**config.mk**
```make
export PLATFORM = sky130hd
export DESIGN_NAME = swrs_sequencer
export DESIGN_NICKNAME = d
export VERILOG_FILES = /design/src/hdl/swrs_pkg.sv /design/src/hdl/swrs_sync.sv /design/src/hdl/swrs_sequencer.sv
export SDC_FILE = /design/constraint.sdc
export NUM_CORES = 1
export LEC_CHECK = 0
export BUFFER_PORTS_ARGS = -buffer_cell sky130_fd_sc_hd__buf_2
export CORE_ASPECT_RATIO = 0.9
export CORE_MARGIN = 1.5
export CORE_UTILIZATION = 60
export CTS_CLUSTER_SIZE = 14
export DETAILED_ROUTE_END_ITERATION = 10
export HOLD_SLACK_MARGIN = 0.02
export PLACE_DENSITY = 0.86
export SYNTH_ARGS = -nofsm -noshare
export SYNTH_HDL_FRONTEND = slang
export SYNTH_HIERARCHICAL = 1
export SYNTH_SLANG_ARGS = --single-unit
```
**constraint.sdc**
```tcl
create_clock -name clk_sys -period 6.69 [get_ports clk_sys]
set_input_delay 0.669 -clock clk_sys [delete_from_list [all_inputs] [get_ports clk_sys]]
set_output_delay 0.669 -clock clk_sys [all_outputs]
set_load 0.02 [all_outputs]
```
**src/hdl/swrs_pkg.sv**
```systemverilog
// How it works
// - Sleep starts only after two sleep writes
// - First write turns forward reset into sleep
// - Second write ramps down; forward reset, not the write, stops forwarded clocks
// - Ramp-down runs ramp-up states and durations in reverse, then 16 nominal cycles
// - Lock intervals: 4108 and 8205 core cycles
// - Sleep entry: keep base, fetch control 3
// - Keep enables; wake on unmasked interrupt only
// - Wake interrupts arrive asynchronously
// - Wake: ramp up, then 8192-cycle array init
// - Sleep exit skips ROM, fetches base+0x780
// - Forwarded clocks stopped under forward reset
// - Allow 264 cycles to capture framing clock
// - Wait 264 cycles before first command
// - System reset in run ramps down
// - Warm hold: clear base and fetch control
// - Hold until reset release, then ramp up
// - Assert ROM enable, self-test, ROM load
// - Drop ROM enable, restart clocks, wait 264
// - Self-test covers caches, tags, branch table
// - Board cache off until firmware enables
package swrs_pkg;

  localparam int CNT_W = 16;
  localparam int BASE_W = 32;

  // Timing counts, core clock cycles
  localparam int HALF_LOCK_CYCLES = 4108;
  localparam int FULL_LOCK_CYCLES = 8205;
  localparam int ARRAY_INIT_CYCLES = 8192;
  localparam int NOMINAL_CYCLES = 16;
  localparam int CAPTURE_CYCLES = 264;
  localparam int CMD_GAP_CYCLES = 264;

  // Reset values and fetch offset
  localparam logic [BASE_W-1:0] FETCH_OFFSET = 32'h0000_0780;
  localparam logic [1:0] IFC_SLEEP = 2'h3;
  localparam logic [1:0] IFC_CLEAR = 2'h0;

  // PLL divisor selections
  localparam logic [1:0] DIV_NOMINAL = 2'h0;
  localparam logic [1:0] DIV_HALF = 2'h1;
  localparam logic [1:0] DIV_FULL = 2'h2;

  // Array mask bit positions for self-test
  localparam int ARR_ICACHE = 0;
  localparam int ARR_ITAG = 1;
  localparam int ARR_DCACHE = 2;
  localparam int ARR_DTAG = 3;
  localparam int ARR_DUPTAG = 4;
  localparam int ARR_BHT = 5;
  localparam int ARR_W = 6;

  // Synchroniser bit positions
  localparam int SY_FWD = 0;
  localparam int SY_SYSRST_N = 1;
  localparam int SY_FRAME = 2;
  localparam int SY_CLK_IRQ = 3;
  localparam int SY_DEV_IRQ = 4;
  localparam int SY_W = 5;

  typedef enum logic [15:0] {
    SWRS_RUN        = 16'h0001,
    SWRS_RAMP_DOWN_FIRST      = 16'h0002,
    SWRS_RAMP_DOWN_SECOND      = 16'h0004,
    SWRS_RAMP_DOWN_THIRD      = 16'h0008,
    SWRS_WAIT_IRQ   = 16'h0010,
    SWRS_WAIT_RESET = 16'h0020,
    SWRS_RAMP1      = 16'h0040,
    SWRS_RAMP2      = 16'h0080,
    SWRS_WAIT_FWD0  = 16'h0100,
    SWRS_SELFTEST   = 16'h0200,
    SWRS_ROMLOAD    = 16'h0400,
    SWRS_WAIT_FWD1  = 16'h0800,
    SWRS_CAPTURE    = 16'h1000,
    SWRS_ARRAY_INIT = 16'h2000,
    SWRS_CMD_WAIT   = 16'h4000,
    SWRS_FAULT      = 16'h8000
  } swrs_state_t;

  // Firmware-side control strobes
  typedef struct packed {
    logic sleep_write;
    logic base_write;
    logic [BASE_W-1:0] base_data;
    logic board_cache_write;
    logic board_cache_data;
    logic clock_irq_enable;
    logic device_irq_enable;
  } swrs_fw_t;

endpackage

```
**src/hdl/swrs_sync.sv**
```systemverilog
`timescale 1ns/1ps
`default_nettype none
module swrs_sync
  import swrs_pkg::*;
#(
  parameter int WIDTH = 1
)
(
  // Clock and reset
  input wire logic clk_sys,
  input wire logic rst,
  // Data
  input wire logic [WIDTH-1:0] async_in,
  output logic [WIDTH-1:0] sync_out
);

  typedef struct packed {
    logic [WIDTH-1:0] meta;
    logic [WIDTH-1:0] stable;
  } swrs_sync_st_t;

  swrs_sync_st_t r;
  swrs_sync_st_t next_r;

  always_comb
  begin
    next_r.meta = async_in;
    next_r.stable = r.meta;
  end

  always_ff @(posedge clk_sys or posedge rst)
  begin
    if (rst)
      r <= '0;
    else
      r <= next_r;
  end

  assign sync_out = r.stable;

endmodule
`default_nettype wire

```
**src/hdl/swrs_sequencer.sv**
```systemverilog
`timescale 1ns/1ps
`default_nettype none
module swrs_sequencer
  import swrs_pkg::*;
#(
  parameter int HALF_LOCK = HALF_LOCK_CYCLES,
  parameter int FULL_LOCK = FULL_LOCK_CYCLES,
  parameter int ARRAY_INIT = ARRAY_INIT_CYCLES,
  parameter int NOMINAL = NOMINAL_CYCLES
)
(
  // Clock and reset
  input wire logic clk_sys,
  input wire logic rst,
  // System pins, asynchronous
  input wire logic clock_forward_reset,
  input wire logic system_reset_n,
  input wire logic framing_clock,
  input wire logic clock_irq,
  input wire logic device_irq,
  // Firmware controls
  input wire swrs_fw_t fw,
  // Self-test and ROM load engines
  input wire logic selftest_done,
  input wire logic rom_load_done,
  output logic selftest_start,
  output logic [ARR_W-1:0] selftest_arrays,
  output logic rom_load_start,
  output logic short_array_init,
  // PLL and pins
  output logic [1:0] pll_div_sel,
  output logic boot_rom_output_enable_n,
  output logic fwd_clocks_run,
  // Processor state
  output logic [BASE_W-1:0] privileged_code_base,
  output logic [1:0] instr_fetch_control,
  output logic float_enable_bit,
  output logic board_cache_enable,
  output logic config_chain_clear,
  output logic cmd_enable,
  output logic fetch_enable,
  output logic [BASE_W-1:0] fetch_addr,
  output swrs_state_t seq_state
);

  typedef struct packed {
    swrs_state_t st;
    logic [CNT_W-1:0] cnt;
    logic armed;
    logic warm;
    logic fwd_prev;
    logic frame_prev;
    logic [BASE_W-1:0] base;
    logic [1:0] ifc;
    logic fpe;
    logic bcache;
    logic chain_clr;
    logic rom_oe_n;
    logic clk_run;
    logic cmd_en;
    logic fetch_en;
    logic [BASE_W-1:0] faddr;
    logic st_go;
    logic rom_go;
  } swrs_seq_st_t;

  swrs_seq_st_t r;
  swrs_seq_st_t next_r;
  logic [SY_W-1:0] pins_s;
  logic fwd_s;
  logic sysrst_n_s;
  logic frame_s;
  logic wake;
  logic fwd_fall;
  logic frame_rise;

  function automatic logic [CNT_W-1:0] span(input int cycles);
    span = CNT_W'(cycles - 1);
  endfunction

  function automatic logic [1:0] div_for(input swrs_state_t s);
    case (s)
      SWRS_RAMP1, SWRS_RAMP_DOWN_SECOND: div_for = DIV_HALF;
      SWRS_RAMP_DOWN_THIRD, SWRS_WAIT_IRQ, SWRS_WAIT_RESET: div_for = DIV_NOMINAL;
      default: div_for = DIV_FULL;
    endcase
  endfunction

  ////////////////////////////////////////////////////////////////////////////
  // Pin synchronisers

  swrs_sync #(
    .WIDTH(SY_W)
  ) u_sync (
    .clk_sys(clk_sys),
    .rst(rst),
    .async_in({device_irq, clock_irq, framing_clock, system_reset_n,
               clock_forward_reset}),
    .sync_out(pins_s)
  );

  assign fwd_s = pins_s[SY_FWD];
  assign sysrst_n_s = pins_s[SY_SYSRST_N];
  assign frame_s = pins_s[SY_FRAME];
  // Enables stay as firmware left them through sleep
  assign wake = (pins_s[SY_CLK_IRQ] & fw.clock_irq_enable) |
                (pins_s[SY_DEV_IRQ] & fw.device_irq_enable);
  assign fwd_fall = r.fwd_prev & ~fwd_s;
  assign frame_rise = ~r.frame_prev & frame_s;

  ////////////////////////////////////////////////////////////////////////////
  // Sequencer

  always_comb
  begin
    next_r = r;
    next_r.fwd_prev = fwd_s;
    next_r.frame_prev = frame_s;
    next_r.st_go = 1'b0;
    next_r.rom_go = 1'b0;
    next_r.chain_clr = 1'b0;
    // Forwarded clocks stop the cycle after forward reset is seen
    next_r.clk_run = r.clk_run & ~fwd_s;
    if (r.cnt != '0)
      next_r.cnt = r.cnt - CNT_W'(1);
    case (r.st)
      SWRS_RUN:
      begin
        if (!sysrst_n_s)
        begin
          next_r.st = SWRS_RAMP_DOWN_FIRST;
          next_r.warm = 1'b1;
          next_r.armed = 1'b0;
          next_r.cmd_en = 1'b0;
          next_r.fetch_en = 1'b0;
          next_r.cnt = span(FULL_LOCK);
        end
        else if (fw.sleep_write && r.armed)
        begin
          next_r.st = SWRS_RAMP_DOWN_FIRST;
          next_r.warm = 1'b0;
          next_r.armed = 1'b0;
          next_r.cmd_en = 1'b0;
          next_r.fetch_en = 1'b0;
          next_r.cnt = span(FULL_LOCK);
        end
        else if (fw.sleep_write)
          next_r.armed = 1'b1;
        else if (fwd_s && !r.armed)
        begin
          // Armed sleep swallows forward reset instead of faulting
          next_r.st = SWRS_FAULT;
          // Fault exit needs two releases, so it takes the warm edge rule
          next_r.warm = 1'b1;
          next_r.ifc = IFC_SLEEP;
          next_r.fpe = 1'b1;
          next_r.bcache = 1'b0;
          next_r.chain_clr = 1'b1;
          next_r.cmd_en = 1'b0;
          next_r.fetch_en = 1'b0;
        end
        // Firmware re-enables the board cache only once running
        if (fw.board_cache_write)
          next_r.bcache = fw.board_cache_data;
        if (fw.base_write)
          next_r.base = fw.base_data;
      end
      SWRS_RAMP_DOWN_FIRST:
        if (r.cnt == '0)
        begin
          next_r.st = SWRS_RAMP_DOWN_SECOND;
          next_r.cnt = span(HALF_LOCK);
        end
      SWRS_RAMP_DOWN_SECOND:
        if (r.cnt == '0)
        begin
          next_r.st = SWRS_RAMP_DOWN_THIRD;
          next_r.cnt = span(NOMINAL);
        end
      SWRS_RAMP_DOWN_THIRD:
        if (r.cnt == '0)
        begin
          next_r.fpe = 1'b1;
          next_r.bcache = 1'b0;
          next_r.chain_clr = 1'b1;
          if (r.warm)
          begin
            next_r.st = SWRS_WAIT_RESET;
            next_r.base = '0;
            next_r.ifc = IFC_CLEAR;
          end
          else
          begin
            next_r.st = SWRS_WAIT_IRQ;
            next_r.ifc = IFC_SLEEP;
          end
        end
      SWRS_WAIT_IRQ:
        if (wake)
        begin
          next_r.st = SWRS_RAMP1;
          next_r.cnt = span(HALF_LOCK);
        end
      SWRS_WAIT_RESET:
        if (sysrst_n_s)
        begin
          next_r.st = SWRS_RAMP1;
          next_r.cnt = span(HALF_LOCK);
        end
      SWRS_RAMP1:
        if (r.cnt == '0)
        begin
          next_r.st = SWRS_RAMP2;
          next_r.cnt = span(FULL_LOCK);
        end
      SWRS_RAMP2:
        if (r.cnt == '0)
        begin
          if (r.warm)
          begin
            // Forward reset must already be up here
            next_r.st = SWRS_WAIT_FWD0;
            next_r.rom_oe_n = 1'b0;
          end
          else
          begin
            next_r.st = SWRS_ARRAY_INIT;
            next_r.cnt = span(ARRAY_INIT);
          end
        end
      SWRS_WAIT_FWD0:
        if (fwd_fall)
        begin
          next_r.st = SWRS_SELFTEST;
          next_r.st_go = 1'b1;
        end
      SWRS_SELFTEST:
        if (selftest_done)
        begin
          next_r.st = SWRS_ROMLOAD;
          next_r.rom_go = 1'b1;
        end
      SWRS_ROMLOAD:
        if (rom_load_done)
        begin
          next_r.st = SWRS_WAIT_FWD1;
          next_r.rom_oe_n = 1'b1;
        end
      SWRS_ARRAY_INIT:
        if (r.cnt == '0)
          next_r.st = SWRS_WAIT_FWD1;
      SWRS_FAULT:
        if (fwd_fall)
          next_r.st = SWRS_WAIT_FWD1;
      SWRS_WAIT_FWD1:
        // Sleep release may come during the ramp, so level counts there
        if ((!r.warm && !fwd_s && !r.fwd_prev) || fwd_fall)
        begin
          next_r.st = SWRS_CAPTURE;
          next_r.cnt = span(CAPTURE_CYCLES);
        end
      SWRS_CAPTURE:
        if (r.cnt == '0 && frame_rise && !fwd_s)
        begin
          next_r.st = SWRS_CMD_WAIT;
          next_r.clk_run = 1'b1;
          next_r.cnt = span(CMD_GAP_CYCLES);
        end
      SWRS_CMD_WAIT:
        if (r.cnt == '0)
        begin
          next_r.st = SWRS_RUN;
          next_r.cmd_en = 1'b1;
          next_r.fetch_en = 1'b1;
          next_r.faddr = r.base + FETCH_OFFSET;
          next_r.warm = 1'b0;
        end
      default:
        next_r.st = SWRS_RUN;
    endcase
  end

  always_ff @(posedge clk_sys or posedge rst)
  begin
    if (rst)
    begin
      r <= '0;
      r.st <= SWRS_WAIT_RESET;
      r.warm <= 1'b1;
      r.rom_oe_n <= 1'b1;
      r.fpe <= 1'b1;
    end
    else
      r <= next_r;
  end

  ////////////////////////////////////////////////////////////////////////////
  // Outputs

  assign seq_state = r.st;
  assign pll_div_sel = div_for(r.st);
  assign selftest_start = r.st_go;
  assign rom_load_start = r.rom_go;
  assign selftest_arrays = ARR_W'((1 << ARR_ICACHE) | (1 << ARR_ITAG) |
    (1 << ARR_DCACHE) | (1 << ARR_DTAG) | (1 << ARR_DUPTAG) | (1 << ARR_BHT));
  assign short_array_init = (r.st == SWRS_ARRAY_INIT);
  assign boot_rom_output_enable_n = r.rom_oe_n;
  assign fwd_clocks_run = r.clk_run;
  assign privileged_code_base = r.base;
  assign instr_fetch_control = r.ifc;
  assign float_enable_bit = r.fpe;
  assign board_cache_enable = r.bcache;
  assign config_chain_clear = r.chain_clr;
  assign cmd_enable = r.cmd_en;
  assign fetch_enable = r.fetch_en;
  assign fetch_addr = r.faddr;

  ////////////////////////////////////////////////////////////////////////////
  // Checks

  a_sleep_two_writes: assert property (@(posedge clk_sys) disable iff (rst)
    (r.st == SWRS_RUN && next_r.st == SWRS_RAMP_DOWN_FIRST && sysrst_n_s) |-> r.armed)
    else $error("sleep began without a prior arming write");

  a_no_fault_armed: assert property (@(posedge clk_sys) disable iff (rst)
    (r.st == SWRS_RUN && r.armed && fwd_s && sysrst_n_s) |=> r.st != SWRS_FAULT)
    else $error("fault reset taken while sleep armed");

  a_clocks_stopped: assert property (@(posedge clk_sys) disable iff (rst)
    $past(fwd_s) && fwd_s |-> !fwd_clocks_run)
    else $error("forwarded clocks run under forward reset");

  a_sleep_regs: assert property (@(posedge clk_sys) disable iff (rst)
    r.st == SWRS_WAIT_IRQ |-> instr_fetch_control == IFC_SLEEP && float_enable_bit
      && !board_cache_enable && $stable(privileged_code_base))
    else $error("sleep wait entry state wrong");

  a_warm_regs: assert property (@(posedge clk_sys) disable iff (rst)
    $rose(r.st == SWRS_WAIT_RESET) |-> privileged_code_base == '0
      && instr_fetch_control == IFC_CLEAR && float_enable_bit && !board_cache_enable)
    else $error("warm hold entry state wrong");

  a_reset_hold: assert property (@(posedge clk_sys) disable iff (rst)
    (r.st == SWRS_WAIT_RESET && !sysrst_n_s) |=> r.st == SWRS_WAIT_RESET)
    else $error("left warm hold while reset asserted");

  a_wake_needs_irq: assert property (@(posedge clk_sys) disable iff (rst)
    (r.st == SWRS_WAIT_IRQ && !wake) |=> r.st == SWRS_WAIT_IRQ)
    else $error("left sleep wait without unmasked interrupt");

  a_rom_enable: assert property (@(posedge clk_sys) disable iff (rst)
    (r.st == SWRS_WAIT_FWD0 || r.st == SWRS_SELFTEST || r.st == SWRS_ROMLOAD)
      |-> !boot_rom_output_enable_n)
    else $error("boot ROM enable not asserted in load phase");

  a_cmd_gap: assert property (@(posedge clk_sys) disable iff (rst)
    $rose(r.st == SWRS_CMD_WAIT) |-> ##263 (r.st == SWRS_CMD_WAIT && !cmd_enable)
      ##1 cmd_enable)
    else $error("first command gap not 264 cycles");

  a_fetch_addr: assert property (@(posedge clk_sys) disable iff (rst)
    $rose(fetch_enable) |-> fetch_addr == privileged_code_base + FETCH_OFFSET)
    else $error("fetch address not base plus offset");

endmodule
`default_nettype wire

```
==> impl_metrics.env <==
export IMPL_hp_class="primary input to async pin"
export IMPL_grt_use_met2_pct=46.2
export IMPL_setup_slack_ps=2990
export IMPL_clk_latency_ps=420
export IMPL_numCtsBuffers=17
export IMPL_final_antenna_net_count=0
export IMPL_outcome="finished, violations left"
export IMPL_grt_use_met1_pct=41.0
export IMPL_report_final_slew_viol_count=0
export IMPL_ir_drop_uv=306
export IMPL_vias=5924
export IMPL_drt_wl_total_um=17700
export IMPL_slew_headroom_pct=27.8
export IMPL_hold_viol_final=0
export IMPL_ctsHtreeMaxLevel=4
export IMPL_die_x_um=117
export IMPL_grt_usage_pct=29.8
export IMPL_final_common_cell="nand2_1"
export IMPL_synthArstFlopShare_pct=100
export IMPL_drc_errors=2
export IMPL_grt_max_degree=82
export IMPL_final_nets=878
export IMPL_critPathMaxFanout=37
export IMPL_worst_pin_slew_ps=1080
export IMPL_synth_main_ff_cell="dfrtp_1"
export IMPL_cp_arrival_ps=4020
export IMPL_antenna_found_initial=0
export IMPL_cts_resized=0
export IMPL_violations="DRC"
export IMPL_final_cell_mix="nand2_1, buf_2, dfrtp_1, nand3_1, nor2_1"
export IMPL_io_buffer_count=140
export IMPL_cts_sinks=119
export IMPL_drive_above_1_share_pct=25.5
export IMPL_dieArea_um2=12400
export IMPL_skew_ps=14.2
export IMPL_yosys_warnings=6
export IMPL_die_height_um=106
export IMPL_grt_overflow=0
export IMPL_crit_type="flop to flop"
export IMPL_antenna_cells=0
export IMPL_cts_tree="yes"
export IMPL_ctsHoldBuffers=0
export IMPL_finalSetupTns_ps=0
export IMPL_worstRegToRegCells=8
export IMPL_dp_slack_ps=3070
export IMPL_coreArea_um2=11400
export IMPL_cp_data_required_time_ps=7010
export IMPL_cts_root_buf="clkbuf_16"
export IMPL_syn_inst=784
export IMPL_syn_area_um2=7020
export IMPL_r2r_start="seq_state[13]"
export IMPL_r2r_end="privileged_code_base[23]"
export IMPL_synth_cell_types=75
export IMPL_finalCritPeriodShare_pct=55.3
export IMPL_grt_busiest_layer="met2"
export IMPL_maxCapViolCount=0
export IMPL_placementRows=37
export IMPL_synth_yosys_seq_area_share_pct=42.5
export IMPL_viasPerCell=5.95
export IMPL_synth_avg_cell_area_um2=8.96
export IMPL_wl_per_cell_um=17.8
export IMPL_powerDensity_nw_per_um2=450
export IMPL_cts_setup_buffers=0
export IMPL_ff2ff_setup_slack_ps=2990
export IMPL_syn2layout_area_growth_pct=9.82
export IMPL_rsz0062_at_grt="false"
export IMPL_first_pass_iters=8
export IMPL_grt_first_pass_wirelength_um=28000
export IMPL_clkSlewWorstSetupHoldPaths_ps=50
export IMPL_ys_ff_latch=119
export IMPL_fmax_ghz=0.271
export IMPL_worstSetupEndpointType="flop"
export IMPL_ioPinCount=147
export IMPL_drt_iter0_drc=558
export IMPL_start_util_pct=61.4
export IMPL_min_period_ps=3700
export IMPL_setup_viol=0
export IMPL_worst_setup_path_start_kind="flop"
export IMPL_gp_congestion=0.997
export IMPL_clock_tree_buffer_depth=2
export IMPL_synth_edf_count=0
export IMPL_dp_hpwl_um=12300
export IMPL_grtUsageMet3_pct=5.35
export IMPL_grt_pass1_vias=5417
export IMPL_p_leak_uw=0.00378
[how the worst max path moves through the flow]
stage	start	end	depth (start not counted)
after floorplan	rst	board_cache_enable	1
after global placement	seq_state[13]	privileged_code_base[23]	8
after detailed placement	seq_state[13]	privileged_code_base[23]	8
after CTS	seq_state[13]	privileged_code_base[23]	8
after global routing	seq_state[13]	privileged_code_base[30]	8
final	seq_state[13]	privileged_code_base[23]	8
[layout make-up]
class                      instances  area, µm²
clock buffer                      21        470
clock inverter                    11        145
sequential                       119       2980
tap                              156        195
inverter                          18       70.1
multi-input combinational        527       3120
fill                             896       3720
timing repair buffer             144        731
[flip-flops by register name (all words and copies together), names as in the netlist]
register                  flops
fetch_addr                   32
privileged_code_base         32
r                            20
seq_state                    16
u_sync/next_r                 5
u_sync/sync_out               5
board_cache_enable            1
boot_rom_output_enable_n      1
cmd_enable                    1
config_chain_clear            1
float_enable_bit              1
fwd_clocks_run                1
instr_fetch_control           1
rom_load_start                1
selftest_start                1
[synth_stat cells (all sizes together), types with 4 or more instances]
| cell | number | area, µm² |
|---|---|---|
| o21ai | 48 | 244 |
| xnor2 | 25 | 219 |
| a21oi | 18 | 93.8 |
| ha | 4 | 50.1 |
| o22ai | 4 | 25.0 |
| nor4 | 21 | 228 |
| nor2b | 4 | 25.0 |
| buf | 109 | 817 |
| a31oi | 7 | 43.8 |
| clkbuf | 16 | 62.6 |
| or2 | 5 | 31.3 |
| nor3 | 17 | 85.1 |
| nand3 | 54 | 283 |
| and3 | 8 | 50.1 |
| dfrtp | 115 | 2880 |
| inv | 18 | 67.6 |
| o31ai | 5 | 37.5 |
| a22oi | 4 | 43.8 |
| nor2 | 50 | 188 |
| nand4 | 9 | 56.3 |
| or4 | 7 | 60.1 |
| dfstp | 4 | 105 |
| nor4b | 9 | 93.8 |
| nand2 | 144 | 548 |
| and2 | 5 | 31.3 |
| xor2 | 12 | 105 |
| nand2b | 7 | 43.8 |
[critical path: stages (launching register included)]
cell and delay (ps):
dfrtp_1 480, nor4_2 970, nand2_2 250, nor4_4 270, buf_4 380, nand2_1 180
a22oi_4 760, nand3_1 170, o21ai_0 120
[stage by stage]
step / hold slack, ps / cell area [µm²] / cells / power (µW) / utilization [%]
3_5_place_dp: 336 / 7100 / 964 / 2490 / 62.1
6_report: 238 / 7710 / 996 / 3470 / 67.4
2_1_floorplan: 331 / 7040 / 789 / 2280 / -
5_1_grt: 281 / 7710 / 996 / 3650 / 67.4
3_3_place_gp: 331 / 7100 / 964 / 2460 / 62.1
4_1_cts: 250 / 7710 / 996 / 3450 / 67.4
[routing by layer]
layer  wire, µm  vias up
met5          0        -
met4        489        0
met3       1440       46
met2       8350      341
met1       7450     2831
li1           -     2706
[where the power goes]
group	internal (µW)	leakage (µW)	switching (µW)
logic	512	0.00191	898
clock network	614	0.000295	330
registers	888	0.00158	230
[logic make-up after synthesis]
kind of cell               count (synthesis)  synth area share, %
adders and majority gates                  4                0.713
other                                      1               0.0534
and+or+nand+nor                          362                 27.3
DFF                                      119                 42.5
muxes                                      2                0.356
xor gates and xnor gates                  37                 4.61
buffers and inverters                    143                 13.5
AOI/OAI and AO/OA                        116                 11.0
Note: power is estimated with default switching activity, not from simulation.
